[src/design/tec_error_counters_regs.vh]
`ifndef TEC_ERROR_COUNTERS_REGS_VH
`define TEC_ERROR_COUNTERS_REGS_VH

// register offsets on the parallel control port
`define TEC_LINE_HI_A 8'h23
`define TEC_LINE_LO_A 8'h24
`define TEC_PATH_HI_A 8'h25
`define TEC_PATH_LO_A 8'h26
`define TEC_LINE_HI_B 8'hc3
`define TEC_LINE_LO_B 8'hc4
`define TEC_PATH_HI_B 8'hc5
`define TEC_PATH_LO_B 8'hc6
`define TEC_MASK_TWO_B 8'hef

// event_mask_two_b fields
`define TEC_MASK_RX_MF 7
`define TEC_MASK_TX_MF 6
`define TEC_MASK_SEC 5
`define TEC_MASK_RX_FULL 4
`define TEC_MASK_TX_EMPTY 3
`define TEC_MASK_MATCH 2
`define TEC_MASK_ABORT 1
`define TEC_MASK_USED 8'hfe
`define TEC_MASK_RESET 8'h00

// counter limits
`define TEC_LINE_MAX 16'hffff
`define TEC_PATH_MAX 16'h0fff

// zero run thresholds
`define TEC_ZERO_RUN_PLAIN 5'h10
`define TEC_ZERO_RUN_SUBST 5'h08

// timing: intervals in ms, clock rate in kHz
`define TEC_SEC_MS 1000
`define TEC_SHORT_MS 42
`define TEC_CLK_KHZ 50000
// cycle counts below equal ms times kHz, kept sized to the 26-bit timer
`define TEC_SEC_CYCLES 26'h2faf080
`define TEC_SHORT_CYCLES 26'h0200b20

// synchronised pin vector layout
`define TEC_PIN_STROBE 0
`define TEC_PIN_ZERO 1
`define TEC_PIN_BPV 2
`define TEC_PIN_SUBST 3
`define TEC_PIN_CRC 4
`define TEC_PIN_FT 5
`define TEC_PIN_FS 6
`define TEC_PIN_LOST 7

`endif

[src/design/tec_dummy_unused.v]
`timescale 1ns/1ps

[src/design/tec_error_counters.v]
// Notes on behaviour
// - each framer latches its counts on one-second boundaries, or every 42 ms when the select is set.
// - with manual update enabled, counts latch only on the manual trigger, not on timer boundaries.
// - latched values stay unchanged for the whole interval until the next update.
// - every counter saturates at its maximum and never wraps.
// - line count is 16 bits, upper byte in the first register, lower byte in the second.
// - line count takes bipolar violations, plus 16 zeros (8 with substitution) when zero counting is on.
// - with substitution decoding on, valid substitution code words are not counted.
// - line count keeps counting while sync is lost.
// - in ESF mode the path count is a 12-bit count of CRC6 errors, whatever the Fs select says.
// - in D4 mode the path count takes Ft errors, plus Fs errors when the Fs select is set.
// - path count stops while sync is lost.
// - path count upper nibble is bits 3..0 of its first register, upper nibble is the shared count.
// - mask bits 7..1 gate rx multiframe, tx multiframe, second, rx full, tx empty, match, abort.
// - mask bit 0 blocks its source, 1 lets it raise the interrupt.
`timescale 1ns/1ps
`include "tec_error_counters_regs.vh"

module tec_framer_counts #(
    parameter [25:0] SEC_CYCLES = `TEC_SEC_CYCLES,
    parameter [25:0] SHORT_CYCLES = `TEC_SHORT_CYCLES
) (
    input wire clk_sys,
    input wire rst_n,
    input wire clk_en,
    input wire [7:0] pins,
    input wire update_interval_select,
    input wire manual_update_enable,
    input wire manual_update_trigger,
    input wire rx_zero_substitution_enable,
    input wire rx_framing_format_select,
    input wire excess_zero_count_enable,
    input wire fs_error_count_enable,
    output reg [15:0] line_hold_r,
    output reg [11:0] path_hold_r,
    output reg sec_tick_r
);

    // saturating add shared by both counters
    function [15:0] sat_add;
        input [15:0] v;
        input [1:0] inc;
        input [15:0] maxv;
        reg [16:0] sum;
        begin
            sum = {1'b0, v} + {15'h0000, inc};
            if (sum > {1'b0, maxv})
                sat_add = maxv;
            else
                sat_add = sum[15:0];
        end
    endfunction

    reg [7:0] meta_r;
    reg [7:0] sync_r;
    reg [7:0] prev_r;
    reg [25:0] timer_r;
    reg [4:0] zero_run_r;
    reg [15:0] line_run_r;
    reg [11:0] path_run_r;

    wire [7:0] rise;
    wire bit_ev;
    wire [4:0] zero_limit;
    wire ez_ev;
    wire bpv_ev;
    wire path_ev;
    wire timer_end;
    wire update;
    wire [25:0] limit;
    wire [15:0] line_base;
    wire [15:0] path_base;
    wire [15:0] path_sum;

    assign rise = sync_r & ~prev_r;
    assign bit_ev = rise[`TEC_PIN_STROBE];

    // a run of zeros counts once each time it reaches the threshold, then the run count restarts
    assign zero_limit = rx_zero_substitution_enable ? `TEC_ZERO_RUN_SUBST
                                                    : `TEC_ZERO_RUN_PLAIN;
    assign ez_ev = excess_zero_count_enable & bit_ev & sync_r[`TEC_PIN_ZERO]
                   & (zero_run_r == zero_limit - 5'h01);
    // substitution words carry deliberate violations
    assign bpv_ev = rise[`TEC_PIN_BPV]
                    & ~(rx_zero_substitution_enable & sync_r[`TEC_PIN_SUBST]);

    assign path_ev = ~sync_r[`TEC_PIN_LOST] &
                     (rx_framing_format_select ? rise[`TEC_PIN_CRC] :
                      (rise[`TEC_PIN_FT] | (fs_error_count_enable & rise[`TEC_PIN_FS])));

    assign limit = update_interval_select ? SHORT_CYCLES : SEC_CYCLES;
    assign timer_end = (timer_r >= limit - 26'h0000001);
    assign update = manual_update_enable ? manual_update_trigger : timer_end;

    // an event in the update cycle opens the new interval
    assign line_base = update ? 16'h0000 : line_run_r;
    assign path_base = update ? 16'h0000 : {4'h0, path_run_r};
    assign path_sum = sat_add(path_base, {1'b0, path_ev}, `TEC_PATH_MAX);

    always @(posedge clk_sys or negedge rst_n)
    begin
        if (!rst_n)
        begin
            meta_r <= 8'h00;
            sync_r <= 8'h00;
            prev_r <= 8'h00;
            timer_r <= 26'h0000000;
            zero_run_r <= 5'h00;
            line_run_r <= 16'h0000;
            path_run_r <= 12'h000;
            line_hold_r <= 16'h0000;
            path_hold_r <= 12'h000;
            sec_tick_r <= 1'b0;
        end
        else if (clk_en)
        begin
            meta_r <= pins;
            sync_r <= meta_r;
            prev_r <= sync_r;
            // timer keeps running in manual mode so the second event still fires
            timer_r <= timer_end ? 26'h0000000 : timer_r + 26'h0000001;
            sec_tick_r <= timer_end;
            if (bit_ev)
            begin
                if (!sync_r[`TEC_PIN_ZERO] || zero_run_r == zero_limit - 5'h01)
                    zero_run_r <= 5'h00;
                else
                    zero_run_r <= zero_run_r + 5'h01;
            end
            // line count ignores sync loss
            line_run_r <= sat_add(line_base, {1'b0, bpv_ev} + {1'b0, ez_ev},
                                  `TEC_LINE_MAX);
            path_run_r <= path_sum[11:0];
            if (update)
            begin
                line_hold_r <= line_run_r;
                path_hold_r <= path_run_r;
            end
        end
    end

endmodule

module tec_error_counters #(
    parameter [25:0] SEC_CYCLES = `TEC_SEC_CYCLES,
    parameter [25:0] SHORT_CYCLES = `TEC_SHORT_CYCLES
) (
    input wire clk_sys,
    input wire arst_n,
    input wire clk_en,
    input wire [7:0] bus_addr,
    input wire [7:0] bus_wdata,
    input wire bus_wr,
    input wire bus_rd,
    output reg [7:0] bus_rdata_r,
    input wire rx_bit_strobe_a,
    input wire rx_bit_zero_a,
    input wire line_violation_bit_a,
    input wire rx_subst_word_a,
    input wire crc_error_a,
    input wire ft_error_a,
    input wire fs_error_a,
    input wire rx_sync_lost_a,
    input wire rx_bit_strobe_b,
    input wire rx_bit_zero_b,
    input wire line_violation_bit_b,
    input wire rx_subst_word_b,
    input wire crc_error_b,
    input wire ft_error_b,
    input wire fs_error_b,
    input wire rx_sync_lost_b,
    input wire update_interval_select_a,
    input wire manual_update_enable_a,
    input wire manual_update_trigger_a,
    input wire rx_zero_substitution_enable_a,
    input wire rx_framing_format_select_a,
    input wire excess_zero_count_enable_a,
    input wire fs_error_count_enable_a,
    input wire update_interval_select_b,
    input wire manual_update_enable_b,
    input wire manual_update_trigger_b,
    input wire rx_zero_substitution_enable_b,
    input wire rx_framing_format_select_b,
    input wire excess_zero_count_enable_b,
    input wire fs_error_count_enable_b,
    input wire [3:0] mos_nibble_a,
    input wire [3:0] mos_nibble_b,
    input wire rx_multiframe_event_b,
    input wire tx_multiframe_event_b,
    input wire rx_link_buffer_full_event_b,
    input wire tx_link_buffer_empty_event_b,
    input wire rx_link_match_event_b,
    input wire rx_link_abort_event_b,
    output wire one_second_status_flag_a,
    output wire one_second_status_flag_b,
    output wire int_req_b
);

    reg [1:0] rst_sync_r;
    reg [7:0] event_mask_two_b_r;
    reg [7:0] rdata_nxt;

    wire rst_n;
    wire [15:0] line_a;
    wire [15:0] line_b;
    wire [11:0] path_a;
    wire [11:0] path_b;
    wire [7:0] src_b;

    assign rst_n = rst_sync_r[1];

    always @(posedge clk_sys or negedge arst_n)
    begin
        if (!arst_n)
            rst_sync_r <= 2'b00;
        else
            rst_sync_r <= {rst_sync_r[0], 1'b1};
    end

    tec_framer_counts #(
        .SEC_CYCLES(SEC_CYCLES),
        .SHORT_CYCLES(SHORT_CYCLES)
    ) u_framer_a (
        .clk_sys(clk_sys),
        .rst_n(rst_n),
        .clk_en(clk_en),
        .pins({rx_sync_lost_a, fs_error_a, ft_error_a, crc_error_a,
               rx_subst_word_a, line_violation_bit_a, rx_bit_zero_a, rx_bit_strobe_a}),
        .update_interval_select(update_interval_select_a),
        .manual_update_enable(manual_update_enable_a),
        .manual_update_trigger(manual_update_trigger_a),
        .rx_zero_substitution_enable(rx_zero_substitution_enable_a),
        .rx_framing_format_select(rx_framing_format_select_a),
        .excess_zero_count_enable(excess_zero_count_enable_a),
        .fs_error_count_enable(fs_error_count_enable_a),
        .line_hold_r(line_a),
        .path_hold_r(path_a),
        .sec_tick_r(one_second_status_flag_a)
    );

    tec_framer_counts #(
        .SEC_CYCLES(SEC_CYCLES),
        .SHORT_CYCLES(SHORT_CYCLES)
    ) u_framer_b (
        .clk_sys(clk_sys),
        .rst_n(rst_n),
        .clk_en(clk_en),
        .pins({rx_sync_lost_b, fs_error_b, ft_error_b, crc_error_b,
               rx_subst_word_b, line_violation_bit_b, rx_bit_zero_b, rx_bit_strobe_b}),
        .update_interval_select(update_interval_select_b),
        .manual_update_enable(manual_update_enable_b),
        .manual_update_trigger(manual_update_trigger_b),
        .rx_zero_substitution_enable(rx_zero_substitution_enable_b),
        .rx_framing_format_select(rx_framing_format_select_b),
        .excess_zero_count_enable(excess_zero_count_enable_b),
        .fs_error_count_enable(fs_error_count_enable_b),
        .line_hold_r(line_b),
        .path_hold_r(path_b),
        .sec_tick_r(one_second_status_flag_b)
    );

    // interrupt sources lined up with the mask bits, bit 0 has no source
    assign src_b = {rx_multiframe_event_b, tx_multiframe_event_b, one_second_status_flag_b,
                    rx_link_buffer_full_event_b, tx_link_buffer_empty_event_b,
                    rx_link_match_event_b, rx_link_abort_event_b, 1'b0};
    assign int_req_b = |(src_b & event_mask_two_b_r);

    always @*
    begin
        case (bus_addr)
            `TEC_LINE_HI_A: rdata_nxt = line_a[15:8];
            `TEC_LINE_LO_A: rdata_nxt = line_a[7:0];
            `TEC_PATH_HI_A: rdata_nxt = {mos_nibble_a, path_a[11:8]};
            `TEC_PATH_LO_A: rdata_nxt = path_a[7:0];
            `TEC_LINE_HI_B: rdata_nxt = line_b[15:8];
            `TEC_LINE_LO_B: rdata_nxt = line_b[7:0];
            `TEC_PATH_HI_B: rdata_nxt = {mos_nibble_b, path_b[11:8]};
            `TEC_PATH_LO_B: rdata_nxt = path_b[7:0];
            `TEC_MASK_TWO_B: rdata_nxt = event_mask_two_b_r;
            default: rdata_nxt = 8'h00;
        endcase
    end

    always @(posedge clk_sys or negedge rst_n)
    begin
        if (!rst_n)
        begin
            event_mask_two_b_r <= `TEC_MASK_RESET;
            bus_rdata_r <= 8'h00;
        end
        else if (clk_en)
        begin
            // bit 0 is not stored, so a stray 1 there can never gate anything
            if (bus_wr && bus_addr == `TEC_MASK_TWO_B)
                event_mask_two_b_r <= bus_wdata & `TEC_MASK_USED;
            if (bus_rd)
                bus_rdata_r <= rdata_nxt;
        end
    end

endmodule

[config.mk]
export PLATFORM = sky130hd
export DESIGN_NAME = tec_error_counters
export DESIGN_NICKNAME = d
export VERILOG_FILES = /design/src/design/tec_dummy_unused.v /design/src/design/tec_error_counters.v
export VERILOG_INCLUDE_DIRS = /design/src /design/src/design
export SDC_FILE = /design/constraint.sdc
export NUM_CORES = 1
export LEC_CHECK = 0
export CAP_MARGIN = 30
export CORE_UTILIZATION = 48
export CTS_BUF_LIST = sky130_fd_sc_hd__clkbuf_4 sky130_fd_sc_hd__clkbuf_8
export CTS_CLUSTER_SIZE = 24
export DETAILED_ROUTE_END_ITERATION = 12
export DONT_BUFFER_PORTS = 1
export PLACE_DENSITY_LB_ADDON = 0.1
export SLEW_MARGIN = 25
export SYNTH_ARGS = -nofsm -noshare
export SYNTH_HDL_FRONTEND = slang
export SYNTH_SLANG_ARGS = --single-unit
[constraint.sdc]
create_clock -name clk_sys -period 12.5 [get_ports clk_sys]
set_clock_uncertainty 0.1 [all_clocks]
set_input_delay 0.625 -clock clk_sys [delete_from_list [all_inputs] [get_ports clk_sys]]
set_output_delay 0.625 -clock clk_sys [all_outputs]
set_load 0.05 [all_outputs]
-- After elaboration in Yosys (flattened, before gate mapping)
Cells that the tools add are included.
- register bits: 239
- input bits: 65
- output and inout port bits: 11
- logic and storage cells: 112
- add/sub/neg operators: 14
- order comparisons: 6
- eq/ne operators: 11
- muxes and demuxes: 21
- bitwise operators: 25
- reduce and logical (&&, ||, !) cells: 12
- operator list (operator ; number):
    26-bit 2-to-1 mux ; 4
    8-bit case mux with 9 select lines ; 1
    16-bit 2-to-1 mux ; 4
    26-bit by 1-bit adder with 26-bit output, second input constant ; 2
    26-bit >= comparator ; 2
    26-bit by 1-bit subtractor with 26-bit output, second input constant ; 2
    12-bit 2-to-1 mux ; 4
    8-bit equality test, second input constant ; 5
    16-bit by 2-bit adder with 17-bit output ; 2
    17-bit by 12-bit greater-than comparator with 1-bit output, second input constant ; 2
    17-bit by 16-bit greater-than comparator with 1-bit output, second input constant ; 2
    8-bit by 6-bit equality test with 1-bit output, second input constant ; 4
    12-bit by 1-bit adder with 13-bit output ; 2
    5-bit 2-to-1 mux ; 4
    1-bit bitwise AND ; 14
    7-bit bitwise AND ; 2
    7-bit inverter ; 2
    2-bit AND reduction ; 6
    5-bit by 1-bit adder with 5-bit output, second input constant ; 2
    5-bit equality test ; 2
    5-bit by 1-bit subtractor with 5-bit output, second input constant ; 2
    8-bit bitwise AND ; 1
    8-bit OR reduction ; 1
    1-bit by 1-bit adder with 2-bit output ; 2
    6 further kinds ; 15

-- Longest topological paths before layout
Gate-level depths: netlist of the first run.
- word-level depth: 9
- gate-level depth with buffers: 18

-- By module
A second synthesis of the first run with hierarchy kept.
- cell total of the unflattened synthesis: 1196
- area, all modules: 12682.2 um2
- modules (own cells, without submodules) (module ; instances ; cells each ; area each (um2) ; sequential area each (um2)):
    tec_framer_counts at u_framer_a ; 1 ; 500 ; 5559.1 ; 2727.6
    tec_framer_counts at u_framer_b ; 1 ; 523 ; 5487.8 ; 2727.6
    tec_error_counters ; 1 ; 173 ; 1635.3 ; 425.4

-- Worst setup path after synthesis of the first run
OpenSTA, ideal clock, no wires.
- kind: input to register
- from: input update_interval_select_a
- to: register u_framer_a.path_run_r[2]
- data arrival time: 4.013 ns
- slack: 8.287 ns
- stages on the path: 16
- cells stage by stage: ha_1 -> a211o_1 -> a221o_1 -> buf_2 -> mux2i_2 -> clkbuf_1 -> and3_1 -> ha_1 -> ha_1 -> and4_1 -> and3_1 -> clkbuf_1 -> nand3_1 -> clkbuf_1 -> and3_1 -> a311oi_1
- longest elaborated chain between the ends: 8
- RTL lines (item ; RTL line ; source):
    from (decl) ; tec_error_counters.v:172 ; input wire update_interval_select_a,
    26-bit 2-to-1 mux (*) ; tec_error_counters.v:91 ; assign limit = update_interval_select ? SHORT_CYCLES : SEC_CYCLES;
    26-bit by 1-bit subtractor with 26-bit output (*) ; tec_error_counters.v:92 ; assign timer_end = (timer_r >= limit - 26'h0000001);
    26-bit >= comparator (*) ; tec_error_counters.v:92 ;
    1-bit 2-to-1 mux (*) ; tec_error_counters.v:93 ; assign update = manual_update_enable ? manual_update_trigger : timer_end;
    12-bit 2-to-1 mux (*) ; tec_error_counters.v:97 ; assign path_base = update ? 16'h0000 : {4'h0, path_run_r};
    12-bit by 1-bit adder with 13-bit output (*) ; tec_error_counters.v:46 ; sum = {1'b0, v} + {15'h0000, inc};
    17-bit by 12-bit greater-than comparator with 1-bit output ; tec_error_counters.v:47 ; if (sum > {1'b0, maxv})
    12-bit 2-to-1 mux (*) ; tec_error_counters.v:47 ;
    to (signal assigned) ; tec_error_counters.v:133 ; path_run_r <= path_sum[11:0];
    to (decl) ; tec_error_counters.v:60 ; reg [11:0] path_run_r;
Mark *: on every way between the ends. The rest lies on a longest branch, timed or not.
A chain may end at the register's enable or synchronous reset.

-- Worst setup path in the final report of the first run
- from: register u_framer_a.timer_r[13]
- to: register u_framer_a.path_run_r[1]
- longest elaborated chain between the ends: 6
- RTL lines (item ; RTL line ; source):
    from (decl) ; tec_error_counters.v:57 ; reg [25:0] timer_r;
    from (signal assigned) ; tec_error_counters.v:121 ; timer_r <= timer_end ? 26'h0000000 : timer_r + 26'h0000001;
    26-bit >= comparator (*) ; tec_error_counters.v:92 ;
    1-bit 2-to-1 mux (*) ; tec_error_counters.v:93 ;
    12-bit 2-to-1 mux (*) ; tec_error_counters.v:97 ;
    12-bit by 1-bit adder with 13-bit output (*) ; tec_error_counters.v:46 ;
    17-bit by 12-bit greater-than comparator with 1-bit output ; tec_error_counters.v:47 ;
    12-bit 2-to-1 mux (*) ; tec_error_counters.v:47 ;
Marked as above.

==> results.json, run 1 <==
{
  "reg2reg_from": "u_framer_a.timer_r[13]",
  "vias_per_cell": 5.75,
  "fill_cells": 2190,
  "grt_max_degree": 144,
  "stdcell_count": 1535,
  "critPathMaxFanout": 24,
  "die_w_microns": 161,
  "rsz0062_at_grt": "no",
  "layout_common_cells": "dfrtp_1 (234), nor2_1 (110), nand2_1 (88), mux2_2 (79), nand3_1 (73)",
  "first_global_vias": 8569,
  "remaining_drc_errors": 0,
  "yosysWarnings": 0,
  "synth_edf_count": 0,
  "ant_nets": 0,
  "drtIter0Drc": 709,
  "r2r-end": "u_framer_a.path_run_r[1]",
  "preCtsSetupSlack_ns": 7.72,
  "vias": 8820,
  "powerDensity_nw_per_um2": 138,
  "cts_max_level": 2,
  "final_common_cell": "dfrtp_1",
  "hold_viol": 0,
  "numCtsBuffers": 42,
  "post_drt_wl_per_cell_microns": 17.4,
  "cp-start-kind": "flip-flop",
  "period_share_pct": 36.3,
  "grt_overflow": 0,
  "dp_hpwl_microns": 18000,
  "syn_inst": 1167,
  "relSlewSlack_pct": 35.6,
  "grtUsageTotal_pct": 21.3,
  "cts_resized": 0,
  "coreArea_sq_um": 24500,
  "whs_ns": 0.110,
  "wl_microns": 26800,
  "cts_tree": "done",
  "clk_pin_slew_ns": 0.06,
  "fp.dieH_microns": 161,
  "rrSetupSlack_ns": 7.96,
  "clock-sinks": 235,
  "num_rows": 57,
  "ys_types": 74,
  "place_congestion": 0.770,
  "arrival_ns": 4.89,
  "critPathRequiredTime_ns": 12.85,
  "post_synth.cell_area_avg_sq_um": 10.4,
  "slew_violations": 0,
  "p_leak_nw": 6.03,
  "antenna_found_initial": 2,
  "syn_area_sq_um": 12100,
  "ioPinCount": 76,
  "clk_latency_ns": 0.53,
  "synth_nets": 1274,
  "path_class": "reg2reg",
  "drive_gt1_share_pct": 16.4,
  "dieArea_sq_um": 25800,
  "grt_pass1_wl_microns": 44900,
  "ys_async_sr_fraction_pct": 100,
  "outcome": "complete, no violations",
  "clock-root-buffer": "clkbuf_8",
  "place_inst": 1455,
  "design_area_sq_um": 13400,
  "startpoint": "u_framer_a.timer_r[13]",
  "yosysSeqAreaShare_pct": 48.6,
  "finalSetupViolations": 0,
  "ys_ff_latch": 235,
  "tns_ns": 0,
  "ir_worst_vdd_mv": 0.107,
  "first_pass_iters": 5,
  "place_area_sq_um": 12400,
  "synth-main-ff-cell": "dfrtp_1",
  "floorplan.initialDensity_pct": 49.3,
  "worst-r2r-cell-count": 14,
  "hp-class": "reg2async",
  "drv_cap": 0,
  "cts.path.max_buffers": 3,
  "fmax_mhz": 220,
  "io_buffers": 0,
  "critical_path.endpoint_type": "flip-flop",
  "worst_slew_pin_slew_ns": 0.964,
  "nets": 1285,
  "fin_ws_ns": 7.96,
  "synthToLayoutAreaGrowth_pct": 10.9,
  "fin_crit_ns": 4.54
}
==> layer usage <==
layer  track usage [%]  wire (microns)
met4              5.92             488
met5                 0               0
met1              30.3           13100
met3              4.67            1380
met2              32.9           11800
==> registers in the layout, indices dropped and copies added (netlist names), 12 cells and up <==
register / flops
u_framer_b.timer_r: 26
u_framer_b.line_run_r: 16
u_framer_a.path_hold_r: 12
u_framer_b.path_hold_r: 12
u_framer_a.path_run_r: 12
u_framer_a.line_run_r: 16
u_framer_b.line_hold_r: 16
u_framer_b.path_run_r: 12
u_framer_a.timer_r: 26
u_framer_a.line_hold_r: 16
==> cells by family after synthesis <==
family | after synthesis | synth area share (%)
AO/OA/AOI/OAI | 233 | 13.0
XOR/XNOR | 43 | 3.12
adder cells (fa/ha/maj) | 42 | 4.47
buffers and inverters | 78 | 2.72
flip-flops | 235 | 48.6
multiplexers | 111 | 10.5
other | 1 | 0.0310
AND/OR/NAND/NOR | 424 | 17.5
==> Yosys cell counts, types with 5 or more instances <==
master    instances  area [sq um]
a211o_1           6          52.6
a211oi_1         14           105
a21oi_1          66           330
a222oi_1         10           100
a22o_1            6          52.6
a22oi_1          12          90.1
a311oi_1          5          43.8
a31oi_1          17           106
a41oi_1           5          43.8
and2_1           12          75.1
and3_1           23           144
and4_1           10          87.6
buf_2             8          40.0
clkbuf_1         33           124
dfrtp_1         235          5880
ha_1             40           500
inv_1            30           113
mux2_1           16           180
mux2_2           79           890
mux2_4            7           105
mux2i_1           8          80.1
nand2_1          88           330
nand2b_1          8          50.1
nand3_1          73           365
nand3b_1          7          52.6
nand4_1          19           119
nor2_1          111           417
nor2b_1          11          68.8
nor3_1           29           145
o21ai_0          44           220
o22ai_1           5          31.3
o31ai_1          12          90.1
or2_2             7          43.8
xnor2_1          26           228
xor2_1           17           149
==> worst max-delay path, stage by stage (launching register included) <==
cell and delay [ns]:
dfrtp_1 0.41, ha_1 0.32, a211oi_1 0.22, o21ai_0 0.11, a221oi_1 0.62, a211o_1 0.22
buf_4 0.29, and3_1 0.21, ha_1 0.18, ha_1 0.25, and4_1 0.25, and3_1 0.28
nand3_1 0.36, or3_1 0.46, a31oi_1 0.17
==> report_power, final <==
| part | internal [mW] | total (mW) | switching (mW) |
|---|---|---|---|
| sequential | 0.826 | 0.890 | 0.0638 |
| clock | 0.481 | 0.791 | 0.311 |
| combinational | 0.0832 | 0.170 | 0.0863 |
| total | 1.39 | 1.85 | 0.461 |
==> stage by stage <==
| stage | utilization, % | power, mW |
|---|---|---|
| after floorplan | - | 1.03 |
| after CTS | 54.5 | 1.88 |
| after global routing | 54.6 | 1.95 |
| after global placement | 50.4 | 1.06 |
| after detailed placement | 50.6 | 1.07 |
| final | 54.7 | 1.85 |
==> worst max path at each step <==
| stage | slack [ns] | endpoint |
|---|---|---|
| floorplan | 5.37 | bus_rdata_r[0] |
| global placement | 7.81 | u_framer_a.path_run_r[0] |
| detailed placement | 7.72 | u_framer_a.path_run_r[1] |
| CTS | 7.95 | u_framer_a.path_run_r[1] |
| global route | 7.65 | u_framer_a.path_run_r[1] |
| finish | 7.96 | u_framer_a.path_run_r[1] |
==> layout make-up <==
| class | count | area [sq um] | share of cell area [%] |
|---|---|---|---|
| repair buffers | 15 | 154 | 1.15 |
| well taps | 324 | 405 | 3.02 |
| flip-flops and latches | 235 | 5880 | 43.9 |
| clock buffers | 71 | 877 | 6.54 |
| multi-input cells | 854 | 5900 | 44.0 |
| diodes | 2 | 5.00 | 0.0373 |
| clock inverters | 4 | 72.6 | 0.541 |
| inverters | 30 | 113 | 0.840 |
==> repair_timing <==
| item | 4_1_cts | 5_1_grt |
|---|---|---|
| setup endpoints to repair | 0 | 0 |
| hold buffers | 1 | 0 |
| buffers inserted | 0 | 0 |
| endpoints found under the hold margin | 2 | 0 |
(Power assumes the default switching activity.)
==> inputs of run 2 (changes only) <==
Clock period 12.5 ns to 4.6 ns, I/O delays scaled along.
==> run 2 against run 1 <==
Against the previous run: final area rose by 2.6%; critical path depth fell by 1; combinational power rose to 3.0 times the previous value; register-to-register slack got worse by 7.5 ns; clock-buffer cell count shrank 7; sequential share of layout area is 1.1 points lower; worst setup slack got worse by 7.5 ns; clock power grew to 2.7 times the previous value; first-iteration DRC count fell by 12%; largest power group unchanged; cell count rose by 2.1%.
==> results.json, run 2 (synthesized netlist as in run 1, its figures left out) <==
{
  "hold_viol": 0,
  "top_regs": "u_framer_a.timer_r: 26 flops, u_framer_b.timer_r: 26 flops",
  "internal_power_mw": 3.74,
  "place_congestion": 0.796,
  "clock-root-buffer": "clkbuf_8",
  "drtIter0Drc": 621,
  "clock-sinks": 235,
  "relSlewSlack_pct": 31.8,
  "critPathRequiredTime_ns": 4.96,
  "cp_slowest_cell": "a221oi_1",
  "final_core_util_pct": 56.1,
  "combPwrFrac_pct": 10.0,
  "ant_nets": 0,
  "design_area_sq_um": 13800,
  "top_layer": "met4",
  "clk_pin_slew_ns": 0.06,
  "post_drt_wl_per_cell_microns": 17.5,
  "slew_violations": 0,
  "finalSetupViolations": 0,
  "cts_resized": 0,
  "period_share_pct": 90.8,
  "dieArea_sq_um": 25800,
  "worst_slew_pin_slew_ns": 1.02,
  "hp-class": "in2reg",
  "nets": 1319,
  "wl_met2_microns": 12100,
  "drive_gt1_share_pct": 16.3,
  "dp_hpwl_microns": 18100,
  "cp-start-kind": "flip-flop",
  "powerDensity_nw_per_um2": 367,
  "arrival_ns": 4.54,
  "cts_max_level": 2,
  "critPathMaxFanout": 14,
  "ir_worst_vdd_mv": 0.230,
  "remaining_drc_errors": 0,
  "p_sw_mw": 1.32,
  "p_leak_nw": 6.18,
  "ioPinCount": 76,
  "io_buffers": 0,
  "rsz0062_at_grt": "no",
  "outcome": "complete, no violations",
  "first_global_vias": 8811,
  "critical_path.endpoint_type": "flip-flop",
  "num_rows": 57,
  "diodes": 0,
  "cp_slowest_stage_delay_ns": 0.51,
  "swShare_pct": 26.0,
  "final_common_cell": "dfrtp_1",
  "fill_cells": 2194,
  "stdcell_count": 1568,
  "seq_power_share_pct": 47.9,
  "cts_tree": "done",
  "cts.path.max_buffers": 3,
  "cp_cell_sequence": "ha_1 -> a211oi_1 -> o21ai_0 -> a221oi_1 -> a211o_1 -> buf_4 -> and3_1 -> ha_1 -> and4_1 -> and3_1 -> nand3_1 -> or3_1 -> a31oi_1",
  "wl_met3_microns": 1380,
  "floorplan.initialDensity_pct": 49.3,
  "fp.dieH_microns": 161,
  "place_area_sq_um": 12500,
  "fin_crit_ns": 4.18,
  "vias_per_cell": 5.73,
  "tns_ns": 0,
  "synthToLayoutAreaGrowth_pct": 13.8,
  "vias": 8990,
  "first_pass_iters": 5,
  "coreArea_sq_um": 24500,
  "grtUsageTotal_pct": 21.8,
  "wl_microns": 27400,
  "path_buf_inv": 1,
  "place_inst": 1459,
  "totalPowerFinal_mw": 5.05,
  "grt_overflow": 0,
  "share_clk_of_total_power_pct": 42.1,
  "die_w_microns": 161,
  "clk_latency_ns": 0.55,
  "path_class": "reg2reg",
  "critPathTopFamily": "simple AND/OR/NAND/NOR gates",
  "drv_cap": 0,
  "numCtsBuffers": 42,
  "grt_max_degree": 137,
  "wl_met1_microns": 13300,
  "layout_common_cells": "dfrtp_1 (234), nor2_1 (110), nand2_1 (88), mux2_2 (79), nand3_1 (73)",
  "antenna_found_initial": 0,
  "fmax_mhz": 239,
  "grt_pass1_wl_microns": 45600
}
## run 2: cell count changes in the layout (fill, tap and decap cells not counted), moves of 2 or more
cell | previous run | this run
buf_4 | 10 | 12
diode_2 | 2 | 0
clkbuf_4 | 16 | 11
dlygate4sd3_1 | 1 | 32
clkbuf_8 | 55 | 53
clkinv_2 | 1 | 7
## run 2: timing repair
item / 4_1_cts / 5_1_grt
buffers inserted: 0 / 0
setup endpoints to repair: 0 / 0
hold buffers: 33 / 0
endpoints found under the hold margin: 122 / 0
## run 2: worst paths after layout
kind | to | from | slack (ns) | cells after the start
max reg2reg | u_framer_a.path_run_r[0] | u_framer_a.timer_r[13] | 0.42 | 13
max | u_framer_a.path_run_r[0] | u_framer_a.timer_r[13] | 0.42 | 13
min reg2reg | u_framer_a.line_run_r[6] | rst_sync_r[1] | 0.17 | 0
min | u_framer_a.path_hold_r[0] | clk_en | 0.03 | 2
min in group asynchronous | u_framer_a.line_run_r[6] | rst_sync_r[1] | 0.17 | 0
max in group asynchronous | u_framer_b.timer_r[16] | rst_sync_r[1] | 3.34 | 1
## run 2: worst register-to-register path, delay by kind of cell (launching register included)
family,cells,cell delay [ns]
DFF,1,0.42
and+or+nand+nor,5,1.49
AOI/OAI and AO/OA,5,1.29
buffers and inverters,1,0.23
adders and majority gates,2,0.56
## run 2: metrics by stage
stage	hold slack, ns	setup slack (ns)
5_1_grt	0.0239	0.0428
3_5_place_dp	-0.166	0.477
4_1_cts	0.00114	0.462
2_1_floorplan	-0.166	0.630
3_3_place_gp	-0.166	0.501
6_report	0.0327	0.422
## run 2: power groups by stage
stage | clock network (mW) | logic [mW] | registers (mW)
finish | 2.13 | 0.503 | 2.42
global placement | 0 | 0.440 | 2.46
global route | 2.29 | 0.579 | 2.45
detailed placement | 0 | 0.466 | 2.45
floorplan | 0 | 0.373 | 2.42
CTS | 2.19 | 0.510 | 2.42
## run 2: layer usage
layer / vias to the layer above / track usage [%]
met4: 0 / 7.42
met2: 214 / 32.8
met1: 4351 / 31.6
met5: - / 0
met3: 52 / 4.13
li1: 4373 / -
## run 2: cell type report
cell class | count | area, sq um | share of cell area [%]
clock buffers | 64 | 812 | 5.90
clock inverters | 12 | 119 | 0.864
multi-input cells | 854 | 5910 | 42.9
repair buffers | 49 | 520 | 3.78
well taps | 324 | 405 | 2.95
inverters | 30 | 113 | 0.818
flip-flops and latches | 235 | 5880 | 42.8
